--- src/logic/sbc_params.svh ---
// Overview of operation
// - three-wire port: serial clock, data and strobe, all driven by controller.
// - every transfer is nineteen bits; two words of that length exist.
// - one bit selects the word, the other eighteen carry its payload.
// - words shift most significant first, bit 18 down to select bit 0.
// - bits 1 to 6 are bridge one current code, bit 1 lsb.
// - bits 7 to 12 are bridge two current code, bit 7 lsb.
// - a zero current code disables that bridge with all drivers off.
// - bit 13 sets bridge one direction: 0 gives a low b high.
// - bit 14 sets bridge two direction: 0 gives a low b high.
// - bit 17 picks converter reference: 0 internal 2 V, 1 external.
// - bit 18 picks sense scaling: 0 divide by eight, 1 by four.
// - sleep input low clears every stored port bit and disables circuits.
// - power-up or low logic supply disables drivers and clears port data.
`ifndef SBC_PARAMS_SVH
`define SBC_PARAMS_SVH
`define SBC_WORD_BITS 19
`define SBC_PAYLOAD_BITS 18
`define SBC_SEL_POS 0
`define SBC_DAC1_LO 1
`define SBC_DAC1_HI 6
`define SBC_DAC2_LO 7
`define SBC_DAC2_HI 12
`define SBC_PHASE1_POS 13
`define SBC_PHASE2_POS 14
`define SBC_MODE1_POS 15
`define SBC_MODE2_POS 16
`define SBC_REF_POS 17
`define SBC_RANGE_POS 18
`define SBC_WORD_RESET 19'h0_0000
`define SBC_BITCNT_BITS 5
`endif

--- src/logic/sbc_pkg.sv ---
package sbc_pkg;
	typedef logic [18:0] sbc_word_t;
	typedef logic [5:0] sbc_dac_t;
	typedef logic [4:0] sbc_count_t;
endpackage : sbc_pkg

--- src/logic/sbc_sync.sv ---
`timescale 1ns/1ps
`default_nettype none
module sbc_sync (
	// clock
	input wire logic clk,
	// asynchronous level in, synchronised level out
	input wire logic async_in,
	output logic sync_out
);
	logic meta_q;
	logic sync_q;
	always_ff @(posedge clk) begin
		meta_q <= async_in;
		sync_q <= meta_q;
	end
	assign sync_out = sync_q;
endmodule : sbc_sync
`default_nettype wire

--- src/logic/sbc_top.sv ---
`timescale 1ns/1ps
`default_nettype none
`include "sbc_params.svh"
module sbc_top
	import sbc_pkg::*;
(
	// clock and reset
	input wire logic clk,
	input wire logic reset,
	// serial port pins
	input wire logic serial_clk,
	input wire logic serial_data,
	input wire logic serial_strobe,
	// supply and sleep pins
	input wire logic sleep_n,
	input wire logic logic_supply_ok,
	// bridge one
	output logic bridge1_enable,
	output logic bridge1_terminal_a,
	output logic bridge1_terminal_b,
	output sbc_dac_t bridge1_dac,
	output logic bridge1_slow_decay,
	// bridge two
	output logic bridge2_enable,
	output logic bridge2_terminal_a,
	output logic bridge2_terminal_b,
	output sbc_dac_t bridge2_dac,
	output logic bridge2_slow_decay,
	// shared settings
	output logic reference_external,
	output logic transconductance_range,
	// timing word payload
	output logic [17:0] timing_word,
	output logic timing_word_valid
);
	logic sclk_s, sdat_s, sstb_s, sleep_n_s, supply_ok_s;
	logic sclk_d1_q, sstb_d1_q;
	sbc_word_t shift_q, shift_d;
	sbc_count_t count_q, count_d;
	sbc_word_t ctrl_q, ctrl_d;
	logic [17:0] timing_q, timing_d;
	logic timing_valid_q, timing_valid_d;
	logic [1:0] drive1_q, drive2_q;
	logic enable1_q, enable2_q;

	sbc_sync u_sclk (.clk(clk), .async_in(serial_clk), .sync_out(sclk_s));
	sbc_sync u_sdat (.clk(clk), .async_in(serial_data), .sync_out(sdat_s));
	sbc_sync u_sstb (.clk(clk), .async_in(serial_strobe), .sync_out(sstb_s));
	sbc_sync u_slp (.clk(clk), .async_in(sleep_n), .sync_out(sleep_n_s));
	sbc_sync u_sup (.clk(clk), .async_in(logic_supply_ok),
		.sync_out(supply_ok_s));

	// clear sources: reset, sleep, low supply
	wire clear_all = reset | ~sleep_n_s | ~supply_ok_s;
	wire sclk_rise = sclk_s & ~sclk_d1_q;
	wire strobe_rise = sstb_s & ~sstb_d1_q;
	wire full_word = (count_q == 5'(`SBC_WORD_BITS));
	wire sel_timing = shift_q[`SBC_SEL_POS];
	wire load_ok = strobe_rise & full_word;

	// shift: first bit ends at position 18
	assign shift_d = sclk_rise ? {shift_q[17:0], sdat_s} : shift_q;
	assign count_d = strobe_rise ? 5'h0_0 :
		(sclk_rise & ~full_word) ? count_q + 5'h0_1 : count_q;
	assign ctrl_d = (load_ok & ~sel_timing) ? shift_q : ctrl_q;
	assign timing_d = (load_ok & sel_timing) ? shift_q[18:1] : timing_q;
	assign timing_valid_d = timing_valid_q | (load_ok & sel_timing);

	always_ff @(posedge clk) begin
		sclk_d1_q <= sclk_s;
		sstb_d1_q <= sstb_s;
	end

	always_ff @(posedge clk) begin
		if (clear_all) begin
			shift_q <= `SBC_WORD_RESET;
			count_q <= 5'h0_0;
			ctrl_q <= `SBC_WORD_RESET;
			timing_q <= 18'h0_0000;
			timing_valid_q <= 1'b0;
		end else begin
			shift_q <= shift_d;
			count_q <= count_d;
			ctrl_q <= ctrl_d;
			timing_q <= timing_d;
			timing_valid_q <= timing_valid_d;
		end
	end

	// field decode
	function automatic logic [1:0] phase_drive(input logic en, input logic ph);
		phase_drive = en ? (ph ? 2'b10 : 2'b01) : 2'b00;
	endfunction : phase_drive

	wire sbc_dac_t dac1 = ctrl_q[`SBC_DAC1_HI:`SBC_DAC1_LO];
	wire sbc_dac_t dac2 = ctrl_q[`SBC_DAC2_HI:`SBC_DAC2_LO];
	wire en1 = (dac1 != 6'h00) & ~clear_all;
	wire en2 = (dac2 != 6'h00) & ~clear_all;
	wire [1:0] drive1 = phase_drive(en1, ctrl_q[`SBC_PHASE1_POS]);
	wire [1:0] drive2 = phase_drive(en2, ctrl_q[`SBC_PHASE2_POS]);

	always_ff @(posedge clk) begin
		if (reset) begin
			drive1_q <= 2'b00;
			drive2_q <= 2'b00;
			enable1_q <= 1'b0;
			enable2_q <= 1'b0;
		end else begin
			drive1_q <= drive1;
			drive2_q <= drive2;
			enable1_q <= en1;
			enable2_q <= en2;
		end
	end

	assign bridge1_enable = enable1_q;
	assign bridge2_enable = enable2_q;
	assign bridge1_terminal_a = drive1_q[1];
	assign bridge1_terminal_b = drive1_q[0];
	assign bridge2_terminal_a = drive2_q[1];
	assign bridge2_terminal_b = drive2_q[0];
	assign bridge1_dac = dac1;
	assign bridge2_dac = dac2;
	assign bridge1_slow_decay = ctrl_q[`SBC_MODE1_POS];
	assign bridge2_slow_decay = ctrl_q[`SBC_MODE2_POS];
	assign reference_external = ctrl_q[`SBC_REF_POS];
	assign transconductance_range = ctrl_q[`SBC_RANGE_POS];
	assign timing_word = timing_q;
	assign timing_word_valid = timing_valid_q;

	a_zero_code_off: assert property (@(posedge clk) disable iff (reset)
		(dac1 == 6'h00) |=> !bridge1_terminal_a && !bridge1_terminal_b)
		else $error("bridge one driven with zero code");
	a_phase_one: assert property (@(posedge clk) disable iff (reset)
		en1 |=> bridge1_terminal_a == $past(ctrl_q[13]) &&
		bridge1_terminal_b != $past(ctrl_q[13]))
		else $error("bridge one direction wrong");
	a_phase_two: assert property (@(posedge clk) disable iff (reset)
		en2 |=> bridge2_terminal_a == $past(ctrl_q[14]) &&
		bridge2_terminal_b != $past(ctrl_q[14]))
		else $error("bridge two direction wrong");
	a_sleep_clears: assert property (@(posedge clk) disable iff (reset)
		!sleep_n_s |=> ctrl_q == 19'h0_0000 && !timing_word_valid)
		else $error("sleep did not clear port");
	a_supply_clears: assert property (@(posedge clk) disable iff (reset)
		!supply_ok_s |=> ctrl_q == 19'h0_0000 && !bridge1_enable)
		else $error("low supply did not clear port");
	a_load_ctrl: assert property (@(posedge clk) disable iff (reset)
		load_ok && !sel_timing && !clear_all |=> ctrl_q == $past(shift_q))
		else $error("control word not loaded");
	a_load_timing: assert property (@(posedge clk) disable iff (reset)
		load_ok && sel_timing && !clear_all |=>
		ctrl_q == $past(ctrl_q) && timing_word_valid)
		else $error("timing word load touched control");
	a_short_ignored: assert property (@(posedge clk) disable iff (reset)
		strobe_rise && !full_word && !clear_all |=>
		ctrl_q == $past(ctrl_q))
		else $error("short word was loaded");
	a_shift_order: assert property (@(posedge clk) disable iff (reset)
		sclk_rise && !clear_all |=> shift_q[0] == $past(sdat_s) &&
		shift_q[18:1] == $past(shift_q[17:0]))
		else $error("shift order wrong");

	// bit counting
	a_count_capped: assert property (@(posedge clk) disable iff (reset)
		count_q <= 5'(`SBC_WORD_BITS))
		else $error("bit count ran past word length");
	a_strobe_restarts: assert property (@(posedge clk) disable iff (reset)
		strobe_rise |=> count_q == 5'h0_0)
		else $error("strobe did not restart bit count");
	a_count_steps: assert property (@(posedge clk) disable iff (reset)
		sclk_rise && !strobe_rise && !full_word && !clear_all |=>
		count_q == $past(count_q) + 5'h0_1)
		else $error("bit count did not advance");

	// bridge enables and zero codes
	a_zero_code_two: assert property (@(posedge clk) disable iff (reset)
		(dac2 == 6'h00) |=> !bridge2_terminal_a && !bridge2_terminal_b)
		else $error("bridge two driven with zero code");
	a_enable_one: assert property (@(posedge clk) disable iff (reset)
		!clear_all |=> bridge1_enable == ($past(dac1) != 6'h00))
		else $error("bridge one enable wrong");
	a_enable_two: assert property (@(posedge clk) disable iff (reset)
		!clear_all |=> bridge2_enable == ($past(dac2) != 6'h00))
		else $error("bridge two enable wrong");

	// clearing conditions turn drivers off
	a_sleep_off: assert property (@(posedge clk) disable iff (reset)
		!sleep_n_s |=> !bridge1_terminal_a && !bridge1_terminal_b &&
		!bridge2_terminal_a && !bridge2_terminal_b)
		else $error("sleep left a driver on");
	a_supply_off: assert property (@(posedge clk) disable iff (reset)
		!supply_ok_s |=> !bridge2_enable && timing_word == 18'h0_0000)
		else $error("low supply left bridge two or timing set");

	// word routing by select bit
	a_timing_kept: assert property (@(posedge clk) disable iff (reset)
		load_ok && !sel_timing && !clear_all |=>
		timing_word == $past(timing_word))
		else $error("control load touched timing word");
	a_timing_payload: assert property (@(posedge clk) disable iff (reset)
		load_ok && sel_timing && !clear_all |=>
		timing_word == $past(shift_q[18:1]))
		else $error("timing payload not loaded");
endmodule : sbc_top
`default_nettype wire
--- config.mk ---
export PLATFORM = sky130hd
export DESIGN_NAME = sbc_top
export DESIGN_NICKNAME = d
export VERILOG_FILES = /design/src/logic/sbc_pkg.sv /design/src/logic/sbc_sync.sv /design/src/logic/sbc_top.sv
export VERILOG_INCLUDE_DIRS = /design/src /design/src/logic
export SDC_FILE = /design/constraint.sdc
export NUM_CORES = 1
export LEC_CHECK = 0
export ABC_AREA = 0
export BUFFER_PORTS_ARGS = -buffer_cell sky130_fd_sc_hd__clkbuf_2
export CORE_MARGIN = 2
export CORE_UTILIZATION = 50
export CTS_CLUSTER_SIZE = 24
export DETAILED_ROUTE_END_ITERATION = 8
export PLACE_DENSITY = 0.72
export SKIP_CTS_REPAIR_TIMING = 1
export SLEW_MARGIN = 5
export SYNTH_ARGS = -nofsm -noshare
export SYNTH_HDL_FRONTEND = slang
export SYNTH_SLANG_ARGS = --single-unit
--- constraint.sdc ---
create_clock -name clk -period 2 [get_ports clk]
set_input_delay 0.4 -clock clk [delete_from_list [all_inputs] [get_ports clk]]
set_output_delay 0.4 -clock clk [all_outputs]
set_load 0.02 [all_outputs]
==> results_dict.tcl, run 1 <==
set metrics [dict create \
    status "finished, final reports clean" \
    hold_path.class "primary input to flip-flop" \
    fp-row-count 27 \
    syn_inst 297 \
    via_count 2071 \
    setup_viol 0 \
    clk_path_buf_depth 2 \
    period_needed_ns 1.68 \
    portBuffers 47 \
    core_area_um2 5510 \
    finalPower_mw 2.73 \
    cts-buffers-inserted 9 \
    clk_pin_slew_worst_paths_ns 0.08 \
    dr.pass1.iters 4 \
    swShare 0.239 \
    yosysSeqAreaShare 0.556 \
    routed_wl_um 5240 \
    crit_chain "ha_1 -> and4bb_2 -> and3_1 -> buf_4 -> mux2i_1" \
    cts_tree "yes" \
    rsz0062_at_grt "false" \
    slew_violations 0 \
    ir_drop_mv 0.482 \
    syn_area_um2 2850 \
    slowest_stage "dfxtp_1" \
    yosys.area.top_type "dfxtp_1" \
    grt_pass1_wl_um 8830 \
    synth_area_leaders "dfxtp_1 56%, mux2i_1 13%, nand2_1 13%" \
    crit_type "flip-flop to flip-flop" \
    drt_iter0_drc 168 \
    p_seq_frac 0.583 \
    p_sw_mw 0.652 \
    place_inst 398 \
    die_h_um 79.4 \
    overflow 0 \
    fmax_mhz 596 \
    area_growth_pct 15.0 \
    routed_via_density 5.00 \
    grt_max_degree 21 \
    worst_slew_pin_slew_ns 0.483 \
    crit_family "simple AND/OR/NAND/NOR gates" \
    synth_edf_count 0 \
    cellLeakagePower_nw 1.32 \
    wl_per_cell_um 12.6 \
    gp_congestion 0.765 \
    clkSinkCount 79 \
    die-area_um2 6310 \
    drtAntennaViolNets 0 \
    skew_ns 0.0124 \
    fillers 475 \
    hold_viol 0 \
    grt_use_total 0.180 \
    finalCritPeriodShare 0.840 \
    p_int_mw 2.08 \
    cp_data_arrival_time_ns 1.94 \
    clock_latency_ns 0.35 \
    initial_core_util 0.517 \
    post_synth.cell_area_avg_um2 9.58 \
    grt_antenna_before_repair 0 \
    start_kind "flip-flop" \
    async_flop_share 0 \
    power_density_nw_per_um2 834 \
    slew_headroom 0.677 \
    synth-main-ff-cell "dfxtp_1" \
    combPwrFrac 0.021 \
    synth.net_count 305 \
    drc_errors 0 \
    drive_above_1_share 0.225 \
    clockRootBuffer "clkbuf_8" \
    h-tree-depth 3 \
    cap_violations 0 \
    die_width_um 79.4 \
    ys_seq_elements 79 \
    finalSetupTns_ns 0 \
    yosysTopAreaCellShare 0.556 \
    dpl.hpwl_um 3790 \
    final_cells 414 \
    path_buf_inv 1 \
    final_nets 345 \
    synth_cell_types 27 \
    antenna_cells 0 \
    clkPwrFrac 0.397 \
    grt_pass1_vias 1995 \
    yosys_warnings 0 \
    worstSetupEndpointType "flip-flop" \
    slowest_delay_ns 0.38 \
    crit_path_max_fanout 15 \
    io_pins 48 \
    required_ns 2.27 \
]
-- cell families (layout without fill, tap and decap cells) --
logic type | after synthesis | count (layout) | synth area share
and+or+nand+nor | 122 | 122 | 0.193
DFF | 79 | 79 | 0.556
muxes | 36 | 36 | 0.127
AOI/OAI and AO/OA | 31 | 31 | 0.0554
buffers and inverters | 28 | 73 | 0.0646
adders and majority gates | 1 | 1 | 0.00440
-- cells in the mapped netlist (2+ instances only) --
cell type / n
nand2_1: 95
dfxtp_1: 79
mux2i_1: 36
a21oi_1: 26
buf_4: 12
clkbuf_1: 7
buf_1: 4
nor2b_1: 4
o21ai_0: 4
or3_1: 4
nand3_1: 3
and2_1: 2
buf_2: 2
buf_6: 2
nand2b_1: 2
nand3b_1: 2
nor2_1: 2
nor4_1: 2
-- placed cells by master (no fill, tap or decap) --
master      instances
and3b_2             1
o21ai_0             4
o21a_1              1
ha_1                1
clkbuf_2           47
or3_1               4
buf_4               8
nor2b_1             4
nand3b_1            2
nor2_1              2
inv_6               4
dfxtp_1            79
buf_12              2
mux2i_1            36
and4bb_2            1
nand2b_1            2
clkinv_4            2
nor4_1              2
nand4bb_4           1
nand3_1             3
clkbuf_8            9
and2_1              2
clkinvlp_4          1
nand2_1            95
nor3_1              1
a21oi_1            26
and3_1              1
or3_2               1
-- metrics by stage --
step	instance area (um2)	utilization	worst slack (ns)	hold WS (ns)
2_1_floorplan	2850	-	0.439	0.310
3_3_place_gp	3090	0.561	0.436	0.311
3_5_place_dp	3090	0.561	0.346	0.312
4_1_cts	3270	0.594	0.328	0.136
5_1_grt	3270	0.594	0.222	0.138
6_report	3270	0.594	0.321	0.150
-- path summary, 6_finish.rpt --
path	from	to	slack, ns	cells after the start
hold reg to reg	u_sclk.meta_q$_DFF_P_	u_sclk.sync_out$_DFF_P_	0.33	0
setup reg to reg	count_q[0]$_SDFFE_PP0P_	timing_word[14]$_SDFFE_PP0P_	0.32	5
hold / removal	sleep_n	u_slp.meta_q$_DFF_P_	0.15	1
setup / recovery	count_q[0]$_SDFFE_PP0P_	timing_word[14]$_SDFFE_PP0P_	0.32	5
-- registers in the layout, summed over array words and instances, names as in the netlist --
| register | count |
|---|---|
| bridge1_enable | 1 |
| bridge2_enable | 1 |
| count_q | 5 |
| ctrl_q | 18 |
| drive1_q | 2 |
| drive2_q | 2 |
| sclk_d1_q | 1 |
| shift_q | 19 |
| sstb_d1_q | 1 |
| timing_word | 18 |
| timing_word_valid | 1 |
| u_sclk.meta_q | 1 |
| u_sclk.sync_out | 1 |
| u_sdat.meta_q | 1 |
| u_sdat.sync_out | 1 |
| u_slp.meta_q | 1 |
| u_slp.sync_out | 1 |
| u_sstb.meta_q | 1 |
| u_sstb.sync_out | 1 |
| u_sup.meta_q | 1 |
| u_sup.sync_out | 1 |
-- metal layers --
layer	wire (um)	up-vias	GRT usage
met1	2370	959	0.217
met4	116	0	0.0931
li1	-	1055	-
met5	0	-	0
met2	2530	46	0.303
met3	222	11	0.0373
-- power by group through the flow --
stage	registers [mW]	clock network, mW	logic, mW
after global placement	1.63	0	0.0567
after global routing	1.59	1.17	0.0622
after CTS	1.59	1.11	0.0567
final	1.59	1.08	0.0569
after floorplan	1.63	0	0.0327
after detailed placement	1.63	0	0.0566
-- final cells by class --
class	instances	area, um2	area share
sequential	79	1580	0.483
clock inverter	7	60.1	0.0184
clock buffer	9	124	0.0379
multi-input combinational	190	1080	0.330
timing repair buffer	57	335	0.102
tap	72	90.1	0.0275
Note: power is estimated with default switching activity, not from simulation.
==> run 2: changes to the inputs <==
CORE_UTILIZATION = 49   (was 50)
PLACE_DENSITY = 0.74   (was 0.72)
clock period = 1.5 ns   (was 2 ns; I/O delays follow)
==> results_dict.tcl, run 2 (synthesis gave the netlist of run 1 again) <==
set metrics [dict create \
    required_ns 1.79 \
    place_inst 397 \
    layout_setup_ws_ns 0.0442 \
    slew_headroom 0.779 \
    dpl.hpwl_um 3460 \
    drc_errors 0 \
    combPwrFrac 0.018 \
    cap_violations 0 \
    ir_drop_mv 0.796 \
    grt_use_total 0.169 \
    routed_wl_um 5180 \
    p_sw_mw 0.833 \
    start_kind "flip-flop" \
    crit_path_max_fanout 4 \
    hold_viol 0 \
    grt_pass1_vias 1826 \
    grt_max_degree 57 \
    period_needed_ns 1.46 \
    grt_pass1_wl_um 8250 \
    final_cell_mix "95 x nand2_1, 77 x dfxtp_1, 47 x clkbuf_2, 36 x mux2i_1, 25 x a21oi_1" \
    core_area_um2 5570 \
    cellLeakagePower_nw 1.36 \
    clkSinkCount 79 \
    status "finished, final reports clean" \
    h-tree-depth 3 \
    drt_iter0_drc 162 \
    io_pins 48 \
    clockRootBuffer "clkbuf_8" \
    largest_reg_flops 19 \
    slowest_stage "dfxtp_4" \
    fmax_mhz 687 \
    crit_family "simple AND/OR/NAND/NOR gates" \
    overflow 0 \
    dr.pass1.iters 4 \
    die-area_um2 6430 \
    drtAntennaViolNets 0 \
    wl_per_cell_um 12.5 \
    clk_path_buf_depth 2 \
    portBuffers 47 \
    grt_antenna_before_repair 0 \
    fillers 476 \
    setup_viol 0 \
    antenna_cells 0 \
    slowest_delay_ns 0.36 \
    r2r_cells 5 \
    routed_via_density 4.92 \
    p_int_mw 3.08 \
    finalPower_mw 3.91 \
    crit_chain "ha_4 -> and4bb_2 -> buf_6 -> or3_4 -> a21oi_2" \
    swShare 0.213 \
    critPathCapture "count_q[2]$_SDFFE_PP0P_" \
    rr_endpoint "count_q[2]$_SDFFE_PP0P_" \
    final_cells 414 \
    hold_path.class "primary input to flip-flop" \
    worstSetupEndpointType "flip-flop" \
    finalCritPeriodShare 0.971 \
    crit_start "count_q[1]$_SDFFE_PP0P_" \
    area_growth_pct 18.6 \
    drive_above_1_share 0.243 \
    fin_util 0.605 \
    timing.rr.start "count_q[1]$_SDFFE_PP0P_" \
    skew_ns 0.0102 \
    largest_register "shift_q" \
    crit_type "flip-flop to flip-flop" \
    initial_core_util 0.510 \
    die_h_um 80.2 \
    final_nets 345 \
    dp_slack_ns 0.00937 \
    clkPwrFrac 0.440 \
    power_density_nw_per_um2 1160 \
    cp_data_arrival_time_ns 1.74 \
    via_count 2038 \
    fp-row-count 27 \
    layout_commonest_cell "nand2_1" \
    clk_pin_slew_worst_paths_ns 0.07 \
    path_buf_inv 1 \
    cts-buffers-inserted 9 \
    reg2reg_slack_ns 0.04 \
    timing.hold.ws_ns 0.0467 \
    gp_congestion 0.776 \
    path_depth 5 \
    die_width_um 80.2 \
    p_seq_frac 0.542 \
    clock_latency_ns 0.36 \
    slew_violations 0 \
    worst_slew_pin_slew_ns 0.330 \
    cts_tree "yes" \
]
## run 2: cell count changes in the layout (fill, tap and decap cells not counted), moves of 2 or more
| cell | before | now |
|---|---|---|
| inv_6 | 4 | 1 |
| clkinv_2 | 0 | 2 |
| bufinv_16 | 0 | 2 |
| buf_4 | 8 | 5 |
| dfxtp_1 | 79 | 77 |
## run 2: worst min-delay path by stage
| stage | startpoint | end | cells past startpoint |
|---|---|---|---|
| floorplan | u_sclk.meta_q$_DFF_P_ | u_sclk.sync_out$_DFF_P_ | 0 |
| global placement | u_sup.meta_q$_DFF_P_ | u_sup.sync_out$_DFF_P_ | 0 |
| detailed placement | u_sdat.meta_q$_DFF_P_ | u_sdat.sync_out$_DFF_P_ | 0 |
| CTS | sleep_n | u_slp.meta_q$_DFF_P_ | 1 |
| global route | serial_strobe | u_sstb.meta_q$_DFF_P_ | 1 |
| finish | logic_supply_ok | u_sup.meta_q$_DFF_P_ | 1 |
## run 2: metrics by stage
step / instance area (um2) / setup TNS (ns)
final: 3370 / 0
after global routing: 3370 / -0.0234
after CTS: 3320 / -0.0176
after detailed placement: 3100 / 0
after global placement: 3100 / 0
after floorplan: 2850 / 0
## run 2: layout make-up
cell class | instances | area (um2) | share of cell area
sequential | 79 | 1590 | 0.470
multi-input combinational | 190 | 1110 | 0.328
timing repair buffer | 57 | 369 | 0.109
clock buffer | 9 | 124 | 0.0367
clock inverter | 7 | 96.3 | 0.0286
tap | 72 | 90.1 | 0.0267
## run 2: metal layers
metal	track usage	up-vias	share of wire
met5	0	-	0
met4	0.102	0	0.023
met3	0.0528	12	0.049
met2	0.257	49	0.47
met1	0.209	928	0.46
li1	-	1049	-
## run 2: worst reg2reg max path: stages (launching register included)
cell and delay (ns):
dfxtp_4 0.36, ha_4 0.17, and4bb_2 0.25, buf_6 0.13, or3_4 0.36, a21oi_2 0.13
## run 2: power groups by stage
stage	Sequential [mW]	Clock [mW]	Combinational (mW)
after global routing	2.12	1.85	0.0769
after CTS	2.12	1.76	0.0695
after detailed placement	2.17	0	0.0696
after floorplan	2.17	0	0.0436
final	2.12	1.72	0.0694
after global placement	2.17	0	0.0693
